$ cat config.mk
export PLATFORM = sky130hd
export DESIGN_NAME = cglc_top
export DESIGN_NICKNAME = d
export VERILOG_FILES = /design/src/cglc_pkg.sv /design/src/cglc_top.sv
export SDC_FILE = /design/constraint.sdc
export NUM_CORES = 1
export LEC_CHECK = 0
export BUFFER_PORTS_ARGS = -buffer_cell sky130_fd_sc_hd__buf_4
export CAP_MARGIN = 10
export CORE_MARGIN = 4
export CORE_UTILIZATION = 55
export DETAILED_ROUTE_END_ITERATION = 7
export PLACE_DENSITY = 0.78
export SYNTH_ARGS = -nofsm -noshare
export SYNTH_HDL_FRONTEND = slang
export SYNTH_SLANG_ARGS = --single-unit
$ cat constraint.sdc
create_clock -name clk -period 8.15 [get_ports clk]
set_input_delay 0.4075 -clock clk [delete_from_list [all_inputs] [get_ports clk]]
set_output_delay 0.4075 -clock clk [all_outputs]
set_load 0.02 [all_outputs]
$ cat src/cglc_pkg.sv
// Constants and carrier types for the counter gate, latch and compare block
// Assumes a 125 MHz system clock
package cglc_pkg;

  // ==========================================
  // Timing
  localparam int unsigned CLK_KHZ = 125000;
  localparam int unsigned PULSE_STEP_MS = 2;
  localparam int unsigned PULSE_MAX_MS = 510;
  localparam int unsigned PULSE_STEP_CYC = PULSE_STEP_MS * CLK_KHZ;
  localparam int unsigned PULSE_MAX_UNITS = PULSE_MAX_MS / PULSE_STEP_MS;

  // ==========================================
  // Pin vector layout, reset values and hysteresis threshold
  localparam int PIN_CNT = 0;
  localparam int PIN_DIR = 1;
  localparam int PIN_HWG = 2;
  localparam int PIN_LAT = 3;
  localparam int PIN_W = 4;
  localparam logic [31:0] CNT_RST = 32'h00000000;
  localparam logic [7:0] HYST_OFF_MAX = 8'h01;

  // ==========================================
  // Modes
  typedef enum logic [1:0] {
    CGLC_CMP_NONE = 2'b00,
    CGLC_CMP_GE = 2'b01,
    CGLC_CMP_LE = 2'b10,
    CGLC_CMP_PULSE = 2'b11
  } cglc_cmp_mode_t;

  typedef enum logic [1:0] {
    CGLC_DIR_NONE = 2'b00,
    CGLC_DIR_UP = 2'b01,
    CGLC_DIR_DOWN = 2'b10,
    CGLC_DIR_RSVD = 2'b11
  } cglc_dir_mode_t;

  // Software configuration of one channel
  typedef struct packed {
    logic gate_stop;
    logic hardware_gate_input_en;
    logic count_once;
    cglc_cmp_mode_t cmp_mode;
    cglc_dir_mode_t dir_mode;
    logic ctrl_do;
    logic plain_do;
    logic [7:0] pulse_units;
    logic [7:0] hysteresis;
    logic [31:0] end_value;
    logic [31:0] cmp_value;
    logic [31:0] load_value;
  } cglc_cfg_t;

endpackage : cglc_pkg

$ cat src/cglc_top.sv
// Gate control, latch, comparator and pulse output for one 32-bit counter channel
// Pins arrive asynchronously; software gate and configuration are on clk
`timescale 1ns/10ps
// How it works
// - Config selects cancel or stop reaction and enables hardware gate use.
// - No hardware gate, cancel: software gate rise reloads the load value.
// - No hardware gate, stop: software gate rise continues from held count.
// - Hardware gate, cancel: software rise continues, hardware rise reloads.
// - Hardware gate, stop: either gate rise continues counting.
// - Count once: after auto close, reopen by hardware rise with software high, or by software rise without hardware gate.
// - Latch pin rise while counting copies the count to the latch register.
// - Latched value is kept until the next capture; only reset clears it.
// - A writable comparison value drives output, status bit and interrupt.
// - No comparison: output is plain, control bit ignored, status bits cleared.
// - Greater/less-or-equal: output follows result while control bit set.
// - Comparator status clears only when the condition is no longer met.
// - Pulse mode: reaching the comparison value fires a timed output pulse.
// - Pulse fires only when reached in the configured main direction.
// - In pulse mode comparator status mirrors the output until pulse ends.
// - Pulse duration 0 to 510 ms in 2 ms steps.
// - Pulse timing starts with output assertion, error under 1 ms.
// - A running pulse is never retriggered or extended.
// - A new duration applies only from the next pulse.
// - Internal gate combines software and hardware gates, hardware optional.
// - Hysteresis 0 to 255; 0 and 1 disable it.
// - With hysteresis the result freezes until the count leaves the range.
module cglc_top import cglc_pkg::*; #(
  parameter int unsigned STEP_CYCLES = PULSE_STEP_CYC
) (
  input wire logic clk,
  input wire logic srst,
  input wire logic ce,
  input wire cglc_cfg_t cfg,
  input wire logic software_gate,
  input wire logic count_pulse_pin,
  input wire logic count_dir_pin,
  input wire logic hardware_gate_input,
  input wire logic latch_pin,
  output logic [31:0] counter_value,
  output logic [31:0] latched_count_value,
  output logic internal_gate,
  output logic digital_out,
  output logic comparator_status_bit,
  output logic output_status_bit,
  output logic hw_irq
);

  // ==========================================
  // Pin synchronisers and edge detection
  logic [PIN_W-1:0] pin_s1_reg, pin_s2_reg, pin_s3_reg;
  logic [PIN_W-1:0] pin_raw, pin_rise;
  logic sw_q_reg;

  assign pin_raw = {latch_pin, hardware_gate_input, count_dir_pin, count_pulse_pin};

  always_ff @(posedge clk) begin
    if (srst) begin
      pin_s1_reg <= '0;
      pin_s2_reg <= '0;
      pin_s3_reg <= '0;
      sw_q_reg <= 1'b0;
    end else if (ce) begin
      pin_s1_reg <= pin_raw;
      pin_s2_reg <= pin_s1_reg;
      pin_s3_reg <= pin_s2_reg;
      sw_q_reg <= software_gate;
    end
  end

  assign pin_rise = pin_s2_reg & ~pin_s3_reg;

  // ==========================================
  // Gate, counter and latch
  logic [31:0] cnt_reg, cnt_next, lat_reg, lat_next;
  logic igate_reg, igate_next, closed_reg, closed_next;
  logic sw_rise, hw_lvl, hw_rise, up, step, gate_cond, reopen, load_ev, auto_close;
  logic signed [33:0] cnt_w, end_w;

  assign sw_rise = software_gate & ~sw_q_reg;
  assign hw_lvl = pin_s2_reg[PIN_HWG];
  assign hw_rise = pin_rise[PIN_HWG];
  assign up = pin_s2_reg[PIN_DIR];
  assign step = igate_reg & pin_rise[PIN_CNT];
  assign cnt_w = 34'($signed(cnt_reg));
  assign end_w = 34'($signed(cfg.end_value));

  always_comb begin
    gate_cond = cfg.hardware_gate_input_en ? (software_gate & hw_lvl) : software_gate;
    reopen = cfg.hardware_gate_input_en ? (hw_rise & software_gate) : sw_rise;
    auto_close = cfg.count_once & step &
      (up ? (cnt_w + 34'sd1 == end_w) : (cnt_w - 34'sd1 == end_w));
    if (closed_reg) begin
      load_ev = reopen;
    end else if (cfg.hardware_gate_input_en) begin
      load_ev = hw_rise & software_gate & ~cfg.gate_stop;
    end else begin
      load_ev = sw_rise & ~cfg.gate_stop;
    end
    closed_next = (closed_reg & ~reopen) | auto_close;
    igate_next = gate_cond & ~closed_next;
    cnt_next = cnt_reg;
    if (load_ev || auto_close) begin
      cnt_next = cfg.load_value;
    end else if (step) begin
      cnt_next = up ? cnt_reg + 32'h00000001 : cnt_reg - 32'h00000001;
    end
    // Capture on latch rise while counting only
    lat_next = (igate_reg & pin_rise[PIN_LAT]) ? cnt_reg : lat_reg;
  end

  always_ff @(posedge clk) begin
    if (srst) begin
      cnt_reg <= CNT_RST;
      lat_reg <= CNT_RST;
      igate_reg <= 1'b0;
      closed_reg <= 1'b0;
    end else if (ce) begin
      cnt_reg <= cnt_next;
      lat_reg <= lat_next;
      igate_reg <= igate_next;
      closed_reg <= closed_next;
    end
  end

  // ==========================================
  // Comparator, hysteresis and pulse timer
  logic res_reg, res_next, hyst_reg, hyst_next, busy_reg, busy_next;
  logic do_reg, do_next, cmps_reg, cmps_next, outs_reg, outs_next, irq_reg, irq_next;
  logic [31:0] presc_reg, presc_next;
  logic [7:0] units_reg, units_next;
  logic signed [33:0] cmp_w, hys_w;
  logic cmp_raw, in_range, hyst_on, reach, dir_ok, pulse_start, step_end;

  assign cmp_w = 34'($signed(cfg.cmp_value));
  assign hys_w = 34'(cfg.hysteresis);
  assign in_range = (cnt_w >= cmp_w - hys_w) && (cnt_w <= cmp_w + hys_w);
  // Settings 0 and 1 disable hysteresis
  assign hyst_on = cfg.hysteresis > HYST_OFF_MAX;
  assign step_end = presc_reg == 32'(STEP_CYCLES - 1);

  always_comb begin
    // Raw comparison against the comparison value
    cmp_raw = (cfg.cmp_mode == CGLC_CMP_GE) ? ($signed(cnt_reg) >= $signed(cfg.cmp_value)) :
      ($signed(cnt_reg) <= $signed(cfg.cmp_value));
    reach = (cnt_next == cfg.cmp_value) && (cnt_reg != cfg.cmp_value) && step;
    dir_ok = (cfg.dir_mode == CGLC_DIR_NONE) || ((cfg.dir_mode == CGLC_DIR_UP) && up) ||
      ((cfg.dir_mode == CGLC_DIR_DOWN) && !up);
    // Start only when idle and not inside a hysteresis band
    pulse_start = (cfg.cmp_mode == CGLC_CMP_PULSE) && cfg.ctrl_do && reach && dir_ok &&
      !busy_reg && !hyst_reg && (cfg.pulse_units != 8'h00);
    // Freeze result while hysteresis is active
    res_next = res_reg;
    hyst_next = hyst_reg;
    if (hyst_reg) begin
      if (!in_range) begin
        hyst_next = 1'b0;
        res_next = cmp_raw;
      end
    end else begin
      res_next = cmp_raw;
      if (hyst_on && ((cmp_raw && !res_reg) || reach)) begin
        hyst_next = 1'b1;
      end
    end
    // Duration latched at start, counted in 2 ms units
    busy_next = busy_reg;
    presc_next = presc_reg;
    units_next = units_reg;
    if (pulse_start) begin
      busy_next = 1'b1;
      presc_next = 32'h00000000;
      units_next = cfg.pulse_units;
    end else if (busy_reg) begin
      if (step_end) begin
        presc_next = 32'h00000000;
        units_next = units_reg - 8'h01;
        busy_next = units_reg != 8'h01;
      end else begin
        presc_next = presc_reg + 32'h00000001;
      end
    end
    irq_next = pulse_start;
    unique case (cfg.cmp_mode)
      // Plain output, status bits held cleared
      CGLC_CMP_NONE: begin
        do_next = cfg.plain_do;
        cmps_next = 1'b0;
        outs_next = 1'b0;
      end
      // Output gated by control bit, status follows result
      CGLC_CMP_GE, CGLC_CMP_LE: begin
        do_next = cfg.ctrl_do & res_next;
        cmps_next = res_next;
        outs_next = cfg.ctrl_do & res_next;
        irq_next = res_next & ~res_reg;
      end
      CGLC_CMP_PULSE: begin
        do_next = busy_next;
        cmps_next = busy_next;
        outs_next = busy_next;
      end
    endcase
  end

  always_ff @(posedge clk) begin
    if (srst) begin
      res_reg <= 1'b0;
      hyst_reg <= 1'b0;
      busy_reg <= 1'b0;
      presc_reg <= 32'h00000000;
      units_reg <= 8'h00;
      do_reg <= 1'b0;
      cmps_reg <= 1'b0;
      outs_reg <= 1'b0;
      irq_reg <= 1'b0;
    end else if (ce) begin
      res_reg <= res_next;
      hyst_reg <= hyst_next;
      busy_reg <= busy_next;
      presc_reg <= presc_next;
      units_reg <= units_next;
      do_reg <= do_next;
      cmps_reg <= cmps_next;
      outs_reg <= outs_next;
      irq_reg <= irq_next;
    end
  end

  assign counter_value = cnt_reg;
  assign latched_count_value = lat_reg;
  assign internal_gate = igate_reg;
  assign digital_out = do_reg;
  assign comparator_status_bit = cmps_reg;
  assign output_status_bit = outs_reg;
  assign hw_irq = irq_reg;
endmodule : cglc_top

# == Yosys cells after proc, flatten, opt, wreduce, memory -nomap -nowiden ==
# Index checks and enable logic that the tools add are counted.
# totals
regBits,126
out_inout_bits,69
word_cells,119
inputBits,129
# classes
n_reduce_logical,30
mux,27
eq_ne,11
order_cmp,5
n_addsub,8
bitwise,21
# op_table
cell,n
two-way mux 32 bit,6
equality test 33 x 32 -> 1 bit,2
"adder 32 x 1 -> 32 bit, second input constant",2
"adder 32 x 2 -> 33 bit, second input constant",1
adder 32 x 9 -> 33 bit,1
greater-or-equal comparator 32 x 33 -> 1 bit,1
less-or-equal comparator 32 x 33 -> 1 bit,1
"subtractor 32 x 2 -> 33 bit, second input constant",1
subtractor 32 x 9 -> 33 bit,1
"equality test 32 x 18 -> 1 bit, second input constant",1
equality test 32 bit,1
greater-or-equal comparator 32 bit,1
less-or-equal comparator 32 bit,1
inequality test 32 bit,1
"subtractor 32 x 1 -> 32 bit, second input constant",1
two-way mux 8 bit,3
two-way mux 1 bit,15
bitwise AND 1 bit,13
logical AND 1 bit,13
one-hot mux 1 bit (3 select lines),3
"greater-than comparator 8 x 1 -> 1 bit, second input constant",1
"inequality test 8 x 1 -> 1 bit, second input constant",1
nonzero test 8 bit,1
"subtractor 8 x 1 -> 8 bit, second input constant",1
other kinds (13),29

# == Longest topological paths before layout ==
# Gate-level depths: netlist of the first run.
# depth
ltp_word,18
mapped_depth,33
mapped_depth_nobuf,33

# == Worst setup path after synthesis of the first run ==
# No wires, ideal clock.
# synth_timing
path_type,reg2reg
startpoint,register pin_s2_reg[1]
endpoint,register presc_reg[23]
stages_incl_launch_ff,19
path_slack_ns,2.374
t_required_ns,8.079
arrival_time_ns,5.706
synth_period_minus_slack_ns,5.776
setup_ns,0.071
path_buffers,1
cell_sequence,dfxtp_1 > inv_1 > ha_1 > a211o_1 > a221o_1 > a311oi_2 > xor2_1 > a221oi_1 > o2111ai_1 > nor4_1 > nand4_1 > nor3_1 > nor2_1 > mux2i_1 > a2111oi_2 > a31oi_1 > buf_2 > or4_1 > a21oi_1
# synth_between
elab_chain_len,14
elab_cells_between_ends,22
classes_between,eq/ne (1); mux (5); bitwise (1); reduce/logical (15)
# synth_lines
item,line_no,rtl
from (decl),cglc_top.sv:50,"logic [PIN_W-1:0] pin_s1_reg, pin_s2_reg, pin_s3_reg;"
from (signal assigned),cglc_top.sv:64,pin_s2_reg <= pin_s1_reg;
two-way mux 1 bit,cglc_top.sv:91,(up ? (cnt_w + 34'sd1 == end_w) : (cnt_w - 34'sd1 == end_w));
bitwise AND 1 bit,cglc_top.sv:90,auto_close = cfg.count_once & step &
logical OR 1 bit,cglc_top.sv:102,if (load_ev || auto_close) begin
two-way mux 32 bit,cglc_top.sv:102,
equality test 32 bit,cglc_top.sv:145,reach = (cnt_next == cfg.cmp_value) && (cnt_reg != cfg.cmp_value) && step;
logical AND 1 bit (2 in series),cglc_top.sv:145,
logical AND 1 bit,cglc_top.sv:149,pulse_start = (cfg.cmp_mode == CGLC_CMP_PULSE) && cfg.ctrl_do && reach && dir_ok &&
logical AND 1 bit * (2 in series),cglc_top.sv:149,
logical AND 1 bit * (2 in series),cglc_top.sv:150,!busy_reg && !hyst_reg && (cfg.pulse_units != 8'h00);
nonzero test 2 bit (no source line),n/a,
AND reduction 2 bit (no source line),n/a,
to (signal assigned),cglc_top.sv:220,presc_reg <= presc_next;
to (decl),cglc_top.sv:129,"logic [31:0] presc_reg, presc_next;"
# Mark *: on every way between the ends. The rest lies on a longest branch, timed or not.
# A chain may end at the register's enable or synchronous reset.

# == Final worst setup path of the first run ==
# layout_timing
startpoint,register pin_s2_reg[1]
endpoint,register presc_reg[21]
# The elaborated chain is that of the path after synthesis.

==> results of run 1 <==
routing by layer:
layer  global-route usage  share of wire  up-vias
li1                     -              -     7261
met1                0.474           0.40     7369
met2                0.606           0.45      835
met3               0.0748          0.090      174
met4                0.210          0.060        0
met5                    0              0        -
cells in the mapped netlist (38+ instances only):
cell,number,share of area
o21ai_0,103,0.037
nand4_1,61,0.027
mux2i_1,38,0.027
nand2_1,210,0.056
a21oi_1,158,0.057
dfxtp_1,125,0.18
nor3_1,45,0.016
nor2_1,148,0.040
inv_1,69,0.019
ha_1,151,0.14
clkbuf_1,77,0.021
nand2b_1,39,0.017
nand3_1,55,0.020
xnor2_1,102,0.064
placed cells by master (no fill, tap or decap), types with 15 or more instances in the layout:
master     count
buf_4        234
nand2_1      210
a21oi_1      158
ha_1         151
nor2_1       147
dfxtp_1      125
o21ai_0      103
xnor2_1      102
inv_1         69
nand4_1       61
nand3_1       55
nor3_1        45
nand2b_1      39
mux2i_1       38
xor2_1        33
a21o_1        32
nor2b_1       31
and3_1        31
nor4_1        30
or3_1         27
o211ai_1      25
o21a_1        21
and2_1        20
a31oi_1       17
clkbuf_16     17
a211oi_1      15
per-stage QoR:
step,setup slack (ns),hold slack [ns],cell area (um^2),cells,power (mW)
5_1_grt,0.656,0.235,16400,2398,2.36
2_1_floorplan,2.37,0.448,14000,1902,1.21
3_3_place_gp,1.16,0.442,15800,2365,1.49
3_5_place_dp,1.14,0.448,15800,2365,1.49
6_report,0.854,0.219,16400,2398,2.27
4_1_cts,1.12,0.215,16400,2397,2.25
logic make-up (layout without fill, tap and decap cells):
group,Yosys count,count (layout),share of synthesized area
compound gates,502,502,0.230
simple gates,762,762,0.278
flops,125,125,0.179
buf+inv,178,344,0.0496
xor+xnor,142,142,0.0960
mux,39,39,0.0283
fa+ha+maj,154,154,0.139
worst min-delay path by stage:
stage	startpoint	to	slack (ns)	cells past startpoint
floorplan	presc_reg[17]	presc_reg[17]	0.45	2
global placement	latched_count_value[19]	latched_count_value[19]	0.44	2
detailed placement	latched_count_value[25]	latched_count_value[25]	0.45	2
CTS	latch_pin	pin_s1_reg[3]	0.22	3
global route	hardware_gate_input	pin_s1_reg[2]	0.24	3
finish	latch_pin	pin_s1_reg[3]	0.22	3
final cells by class:
class                      count  area [um^2]
sequential                   125         2500
clock buffer                  17          425
tap                          330          413
inverter                      75          282
fill                        2241         8730
multi-input combinational   1599        10800
timing repair buffer         237         1800
clock inverter                15          155
power groups by stage:
stage	sequential, mW	clock, mW	combinational (mW)
CTS	0.638	0.763	0.848
detailed placement	0.651	0	0.844
finish	0.638	0.763	0.870
global route	0.639	0.793	0.932
global placement	0.651	0	0.838
floorplan	0.657	0	0.552
tightest hold or removal path, stage by stage:
cell and delay, ns:
buf_4 0.08, mux2i_1 0.05, nor2_1 0.07
==> impl_metrics.yaml, run 1 <==
grt:
  grtUsageTotal: 0.377
  antenna_found_initial: 0
  grt_overflow_total: 0
  grt_max_degree: 97
  grt_pass1_wl_mm: 84.2
  first_global_vias: 14900
critical_path:
  path_delay_family: "compound AO/OA/AOI/OAI gates"
  reg2reg_from: "pin_s2_reg[1]"
  rrSetupSlack_ns: 0.85
  crit_chain: "inv_1 -> ha_1 -> a211o_1 -> a221o_1 -> a311oi_2 -> xor2_1 -> a221oi_1 -> o2111ai_1 -> nor4_1 -> buf_4 -> nand4_1 -> nor2_4 -> a2111oi_1 -> or4_4 -> nor4_4 -> a31oi_2 -> buf_12 -> or4_1 -> a21oi_1"
  path_class: "reg -> reg"
  cp_slowest_cell: "inv_1"
  rr_worst_depth: 19
  cp_num_cells: 19
  critPathMaxFanout: 48
  crit_end: "presc_reg[21]"
  start_kind: "flop"
  cp.arrival_ns: 7.66
  cp-end-kind: "flop"
  required_ns: 8.51
  critPathMaxStageDelay_ns: 0.73
  crit_start: "pin_s2_reg[1]"
  critPathBufInv: 3
  timing.rr.end: "presc_reg[21]"
place:
  io_buffers: 197
  place.gp.congestion: 1.01
  hpwl_mm: 44.5
cts:
  clkTransAtPathRegs_ns: 0.06
  postCtsResizedCells: 0
  post_cts.repair.setup_buffers: 0
  clock_latency_ns: 0.43
  cts.sinks: 125
  cts_hold_buf: 0
  clock-root-buffer: "clkbuf_16"
  htreeDepth: 4
  cts_buffers: 17
  cts_tree: "yes"
  cts_max_path_buffers: 2
sta:
  setup_viol: 0
  clock_skew_ns: 0.00996
  post-route-min-period_ns: 7.30
  worst_slew_pin_slew_ns: 1.09
  rsz0062_at_grt: "false"
  slew_viol_final: 0
  finalCritPeriodShare: 0.895
  finalSetupTns_ns: 0
  hold_violations: 0
  slew-limit-headroom: 0.272
  max_freq_mhz: 137
power:
  comb_power_share: 0.383
  pwr-share-clk: 0.336
  netSwitchingFraction: 0.387
  power.density_mw_per_mm2: 139
  leakagePower_nw: 7.09
  switchingPower_mw: 0.880
  seqPwrFrac: 0.281
  ir_worst_vdd_uv: 122
  p_int_mw: 1.39
synth:
  synth_edf_count: 0
  syn_area_mm2: 0.0140
  async_flop_share: 0
  ys_seq_area_frac: 0.179
  synthesis.nets: 2185
  synth_ff_type: "dfxtp_1"
  avgSynthCellArea_um2: 7.35
  yosys_warnings: 0
  synth_cells: 1902
  synth.distinct_cells: 90
  yosys_register_bits: 125
floorplan:
  ios: 198
  die_h_um: 167
  initial_core_util: 0.557
  core-area_mm2: 0.0251
  core.rowCount: 58
  die-area_mm2: 0.0280
  die_x_um: 167
layout:
  nNetsFinal: 2338
  final_util: 0.652
  area_growth_pct: 17.1
  drive_gt1_frac: 0.143
  diodes: 0
job:
  max_cap_viol_count: 0
route:
  vias: 15600
  dr.first_iter.drc_count: 1680
  drc: 0
  dr.pass1.iters: 8
  ant_nets: 0
  wire_per_inst_um: 23.1
  routed_wl_mm: 55.3
  routed_via_density: 6.52
worst_hold_path:
  hp-class: "in -> reg"
run_status:
  status: "finished clean"
Power figures use the tool's default switching activity.
==> run 2, diff against run 1 <==
==> config.mk (replaced) <==
export PLATFORM = sky130hd
export DESIGN_NAME = cglc_top
export DESIGN_NICKNAME = d
export VERILOG_FILES = /design/src/cglc_pkg.sv /design/src/cglc_top.sv
export SDC_FILE = /design/constraint.sdc
export NUM_CORES = 1
export LEC_CHECK = 0
export CAP_MARGIN = 10
export CORE_UTILIZATION = 55
export DETAILED_ROUTE_END_ITERATION = 7
export DONT_BUFFER_PORTS = 1
export PLACE_DENSITY = 0.74
export SYNTH_ARGS = -nofsm -noshare
export SYNTH_HDL_FRONTEND = slang
export SYNTH_SLANG_ARGS = --single-unit
==> constraint.sdc (replaced) <==
create_clock -name clk -period 6.5 [get_ports clk]
set_input_delay 0.325 -clock clk [delete_from_list [all_inputs] [get_ports clk]]
set_output_delay 0.325 -clock clk [all_outputs]
set_load 0.02 [all_outputs]
==> run 2 against run 1 <==
  * Sequential cell count stayed put
  * Highest routed layer is now met5
  * Critical endpoint is now presc_reg[23]
  * Die area is 7.0% lower
  * Largest power group is now clock
  * The run now ends with DRC left
  * Largest cell class unchanged
  * First-iteration DRC count is 1.4% lower
  * Final cell count is 6.8% lower
==> impl_metrics.yaml, run 2 (synthesis gave the netlist of run 1 again) <==
power:
  ir_worst_vdd_uv: 145
  leakagePower_nw: 6.33
  power.density_mw_per_mm2: 186
  power.total_mw: 2.84
route:
  dr.pass1.iters: 8
  vias: 15100
  drc: 1
  wire_per_inst_um: 25.1
  routed_via_density: 6.76
  routed_wl_mm: 56.1
  dr.first_iter.drc_count: 1656
  ant_nets: 0
sta:
  clock_skew_ns: 0.0192
  holdWs_ns: 0.0358
  hold_violations: 0
  finalSetupTns_ns: 0
  worst_slew_pin_slew_ns: 0.944
  setup_slack_ns: 0.224
  post-route-min-period_ns: 6.28
  slew-limit-headroom: 0.364
  rsz0062_at_grt: "false"
  max_freq_mhz: 159
  finalCritPeriodShare: 0.965
  slew_viol_final: 0
  setup_viol: 0
critical_path:
  path_class: "reg -> reg"
  rr_worst_depth: 22
  start_kind: "flop"
  critPathMaxFanout: 48
  cp.arrival_ns: 6.64
  required_ns: 6.86
  cp-end-kind: "flop"
  reg2reg_from: "pin_s2_reg[1]"
  crit_start: "pin_s2_reg[1]"
floorplan:
  initial_core_util: 0.568
  core-area_mm2: 0.0246
  die-area_mm2: 0.0261
  core.rowCount: 57
  die_h_um: 161
  die_x_um: 161
  ios: 198
grt:
  grt_max_degree: 95
  grt_pass1_wl_mm: 84.0
  antenna_found_initial: 3
  grt_overflow_total: 0
  grtUsageTotal: 0.424
  first_global_vias: 14300
place:
  dpl_cell_area_mm2: 0.0146
  dp_cells: 2199
  place.gp.congestion: 0.991
  io_buffers: 0
  pre_cts_slack_ns: 0.186
  hpwl_mm: 43.8
cts:
  cts_max_path_buffers: 2
  clkTransAtPathRegs_ns: 0.07
  cts_buffers: 17
  htreeDepth: 4
  clock_latency_ns: 0.44
  clock-root-buffer: "clkbuf_16"
  cts.sinks: 125
  post_cts.repair.setup_buffers: 0
  cts_tree: "yes"
layout:
  final_common_cell: "nand2_1"
  finalInstanceArea_mm2: 0.0153
  area_growth_pct: 9.35
  layout_common_cells: "nand2_1, a21oi_1, ha_1"
  drive_gt1_frac: 0.0728
  instances_no_fill: 2236
  final_util: 0.622
  nNetsFinal: 2180
worst_hold_path:
  hp-class: "in -> reg"
  holdPathStages: 1
  min_from: "ce"
run_status:
  violations: "DRC"
  status: "finished with violations"
job:
  max_cap_viol_count: 0
run 2: what timing repair did:
action,CTS,global route
hold endpoints to repair,94,0
resized for setup,0,8
setup endpoints to repair,0,42
hold buffers,3,0
run 2: layer usage:
metal / share of wire / GRT usage
met4: 0.052 / 0.206
met5: 0.00018 / 0
met3: 0.11 / 0.118
met2: 0.43 / 0.650
met1: 0.41 / 0.544
run 2: worst paths after layout:
| check | slack, ns | end |
|---|---|---|
| hold / removal | 0.04 | hw_irq |
| setup reg to reg | 0.22 | presc_reg[23] |
| setup / recovery | 0.22 | presc_reg[23] |
| hold reg to reg | 0.49 | pin_s3_reg[2] |
run 2: layout make-up:
class                      instances  area [um^2]
fill                            2298         9310
sequential                       125         2500
inverter                          75          282
clock inverter                    15          195
clock buffer                      17          425
multi-input combinational       1599        10800
tap                              324          405
timing repair buffer              79          643
antenna                            2         5.00
run 2: worst max-delay path, stage by stage (launching register included):
cell	delay, ns
dfxtp_1	0.31
inv_1	0.05
buf_4	0.26
buf_4	0.26
ha_1	0.35
a21oi_2	0.22
o21ai_1	0.15
buf_4	0.18
a311oi_1	0.33
o2111ai_2	0.27
a2111oi_4	0.37
nand4_1	0.15
nor4_2	0.41
buf_4	0.19
and4_1	0.27
nand2_2	0.15
o2111a_1	0.26
or4_4	0.50
nor4_4	0.41
a31oi_2	0.19
buf_12	0.20
or4_1	0.51
a21oi_1	0.16
run 2: power by group:
| part | total, mW | switching, mW | internal, mW |
|---|---|---|---|
| Combinational | 1.02 | 0.625 | 0.392 |
| Sequential | 0.793 | 0.0145 | 0.779 |
| Clock | 1.03 | 0.444 | 0.589 |
